<file path="src/rtl/sacc_pkg.sv">
// Types of the sector access condition checker
package sacc_pkg;

	// Memory operations requested by the reader side
	typedef enum logic [2:0]
	{
		SACC_OP_READ     = 3'h0,
		SACC_OP_WRITE    = 3'h1,
		SACC_OP_INCR     = 3'h2,
		SACC_OP_DECR     = 3'h3,
		SACC_OP_RESTORE  = 3'h4,
		SACC_OP_TRANSFER = 3'h5
	} sacc_op_t;

	// Complete state of the checker
	typedef struct packed
	{
		logic [63:0][127:0] mem;
		logic [15:0]        locked;
		logic               auth_ok;
		logic               auth_second;
		logic [3:0]         auth_sector;
		logic               session_dead;
		logic [31:0]        value_reg;
		logic               value_valid;
		logic               rsp_valid;
		logic               rsp_ack;
		logic [127:0]       rsp_data;
	} sacc_state_t;

endpackage : sacc_pkg

</file>
<file path="src/rtl/sacc_trailer_decode.sv">
// Access byte decoder and format check for one sector trailer
`timescale 1ns/1ps

module sacc_trailer_decode
	import sacc_pkg::*;
(
	input  wire logic [23:0] acc_bytes_i,
	output logic [11:0]      codes_o,
	output logic             format_ok_o
);

	logic [3:0] bit_one;
	logic [3:0] bit_two;
	logic [3:0] bit_three;

	// ****************************************************************
	// Split bytes 6 to 8 into true and inverted access bits
	// ****************************************************************
	always_comb
	begin
		bit_one   = acc_bytes_i[15:12];
		bit_two   = acc_bytes_i[19:16];
		bit_three = acc_bytes_i[23:20];
		// Every true bit must be the complement of its copy
		format_ok_o = (acc_bytes_i[3:0]  == ~bit_one) &&
		              (acc_bytes_i[7:4]  == ~bit_two) &&
		              (acc_bytes_i[11:8] == ~bit_three);
		for (int b = 0; b < 4; b++)
		begin
			codes_o[b*3 +: 3] = {bit_one[b], bit_two[b], bit_three[b]};
		end
	end

endmodule : sacc_trailer_decode

</file>
<file path="config.mk">
export PLATFORM = sky130hd
export DESIGN_NAME = sacc_trailer_decode
export DESIGN_NICKNAME = d
export VERILOG_FILES = /design/src/rtl/sacc_pkg.sv /design/src/rtl/sacc_trailer_decode.sv
export SDC_FILE = /design/constraint.sdc
export NUM_CORES = 1
export LEC_CHECK = 0
export BUFFER_PORTS_ARGS = -buffer_cell sky130_fd_sc_hd__buf_2
export CAP_MARGIN = 20
export CORE_AREA = 2 2 39 41
export DETAILED_ROUTE_END_ITERATION = 12
export DIE_AREA = 0 0 41 43
export PLACE_DENSITY = 0.51
export SLEW_MARGIN = 20
export SYNTH_ARGS = -nofsm -noshare
export SYNTH_HDL_FRONTEND = slang
export SYNTH_SLANG_ARGS = --single-unit
</file>
<file path="constraint.sdc">
create_clock -name vclk -period 1.5
set_input_delay 0.3 -clock vclk [all_inputs]
set_output_delay 0.3 -clock vclk [all_outputs]
set_load 0.01 [all_outputs]
</file>
; ---- Word-level counts from Yosys, hierarchy flattened
; Cells that the tools add are included.
[totals]
reg_bits = 0
in_bits = 24
elab_cells = 8
[op_classes]
n_reduce_logical = 2
n_eq_ne = 3
bitwise = 3
[ops]
columns = cell, count
row1 = == test 4 bit, 3
row2 = inverter 4 bit, 3
row3 = logical AND 1 bit, 2

; ---- Depth between registers and ports, before layout
[depth]
ltp_word = 4
ltp_mapped = 3

; ---- Least setup slack after synthesis
; No wires, ideal clock.
[synth_path]
kind = input -> output
start = in acc_bytes_i[3]
end = out format_ok_o
slack_ns = 0.413
stages = 3
arrival_time_ns = 0.787
required_time_ns = 1.200
path_cell_list = xor2_1 nand4_1 nor3_2
[synth_between]
elab_chain_len = 3
[synth_lines]
columns = element, line
row1 = from (decl), sacc_trailer_decode.sv:7  ; input wire logic [23:0] acc_bytes_i,
row2 = == test 4 bit, sacc_trailer_decode.sv:25  ; format_ok_o = (acc_bytes_i[3:0] == ~bit_one) &&
row3 = logical AND 1 bit, sacc_trailer_decode.sv:25
row4 = logical AND 1 bit, sacc_trailer_decode.sv:26  ; (acc_bytes_i[7:4] == ~bit_two) &&
row5 = to (decl), sacc_trailer_decode.sv:9  ; output logic format_ok_o
; Every way passes these cells.

; ---- Worst setup path in the final report
[layout_path]
start = in acc_bytes_i[15]
end = out format_ok_o
[layout_between]
elab_chain_len = 4
[layout_lines]
columns = element, line
row1 = inverter 4 bit, sacc_trailer_decode.sv:25
row2 = == test 4 bit, sacc_trailer_decode.sv:25
row3 = logical AND 1 bit, sacc_trailer_decode.sv:25
row4 = logical AND 1 bit, sacc_trailer_decode.sv:26
; Every way passes these cells.

==> impl_metrics.yaml <==
finish:
  n_sequential_cell: 0
  ff_latch_area_um2: 0
  final_area_um2: 339
  nets: 79
  insertedDiodeCount: 0
  syn_to_final_growth_pct: 51.4
  drive_gt1_frac: 0.717
  clock_buffers: 0
logic_synthesis:
  yosysUniqueCellTypes: 4
  ys_warn_count: 0
  synth_area_um2: 224
  syn_nets: 52
  syn-instance-count: 28
  avgSynthCellArea_um2: 8.00
  yosysSeqAreaShare: 0
detailed_routing:
  drc_errors: 0
  drt_iter0_markers: 0
  dr.pass1.iters: 1
  wl_per_cell_um: 7.32
  via_count: 250
  drt-total-wl_um: 505
  ant_nets: 0
  viasPerCell: 3.62
power_and_ir_drop:
  power_mw: 0.0887
  p_leak_nw: 0.200
  peakVddDrop_mv: 0.0656
  power.density_mw_per_mm2: 262
run_status:
  status: "complete, no violations"
setup_path:
  path_max_fanout: 2
  cp-startpoint: "acc_bytes_i[15]"
  required_ns: 1.20
  setup.worst_path.start_class: "primary input"
  critPathCaptureType: "primary output"
  critPathKind: "in -> out"
  cp.arrival_ns: 0.99
timing:
  final-setup-viol-count: 0
  fin_crit_sh: 0.863
  period_needed_ns: 1.29
  worst_pin_slew_ns: 0.136
  hold_viol: 0
  rsz0062_at_grt: "false"
  max_clock_freq_ghz: 0.772
  setup_tns_ns: 0
  slew_headroom: 0.909
  maxSlewViolCount: 0
clock_network:
  postCtsResizedCells: 0
  post_cts_buffers: 0
  ctsHoldBuffers: 0
place:
  post_dp_cell_area_um2: 339
  numPortBuffers: 37
  gp_congestion: 0.551
global_routing:
  grt_overflow: 0
  grt_usage: 0.0470
  grt_pass1_wl_um: 627
  grt_pass1_vias: 186
  antenna_found_initial: 0
  grt_start_max_net_pins: 3
floorplan:
  io_pins: 37
  die_area_mm2: 0.00176
  die_width_um: 41
  start_util: 0.162
  num_rows: 14
  fp.dieH_um: 43
  core-area_mm2: 0.00138
run:
  cap_violations: 0
worst_hold_path:
  hp-start: "acc_bytes_i[22]"
  min_path_type: "in -> out"
  hold_depth: 2
-- routing by layer --
layer / track usage / wire length, um / vias to the layer above
met5: 0 / 0 / -
met3: 0.00524 / 84 / 0
met2: 0.0969 / 272 / 18
met1: 0.0475 / 148 / 102
li1: - / - / 130
met4: 0 / 0 / 0
-- area by class of cell --
| cell class | count | area [um2] |
|---|---|---|
| well taps | 16 | 20.0 |
| multi-input cells | 16 | 134 |
| fillers | 157 | 1040 |
| repair buffers | 37 | 185 |
-- cell usage in the layout (no fill, tap or decap) --
| master | instances |
|---|---|
| nor3_2 | 1 |
| xor2_1 | 12 |
| buf_2 | 37 |
| nand4_1 | 3 |
-- cell usage after synthesis --
master | instances | share of area
buf_4 | 12 | 0.40
nand4_1 | 3 | 0.084
nor3_2 | 1 | 0.045
xor2_1 | 12 | 0.47
-- through the flow --
| step | instances | hold slack, ns | setup slack, ns | util |
|---|---|---|---|---|
| final | 69 | 0.810 | 0.205 | 0.245 |
| after global routing | 69 | 0.816 | 0.139 | 0.245 |
| after CTS | 69 | 0.810 | 0.175 | 0.245 |
| after detailed placement | 69 | 0.810 | 0.179 | 0.245 |
| after global placement | 69 | 0.810 | 0.174 | 0.245 |
| after floorplan | 28 | 0.692 | 0.413 | - |
-- final timing paths --
path	slack (ns)	end
worst max-delay path	0.21	format_ok_o
worst min-delay path	0.81	codes_o[6]
-- critical path: stages --
cell and delay [ns]:
buf_2 0.11, xor2_1 0.14, nand4_1 0.13, nor3_2 0.18
buf_2 0.14
-- kinds of logic after synthesis --
group,after synthesis,share of synthesized area
xor gates and xnor gates,12,0.469
and+or+nand+nor,4,0.129
buffers and inverters,12,0.402
-- report_power, final --
part           leakage [nW]  internal, mW  total, mW  switching, mW
registers                 0             0          0              0
logic                 0.200        0.0476     0.0887         0.0411
clock network             0             0          0              0
No activity file was read; power rests on OpenSTA's default activity.
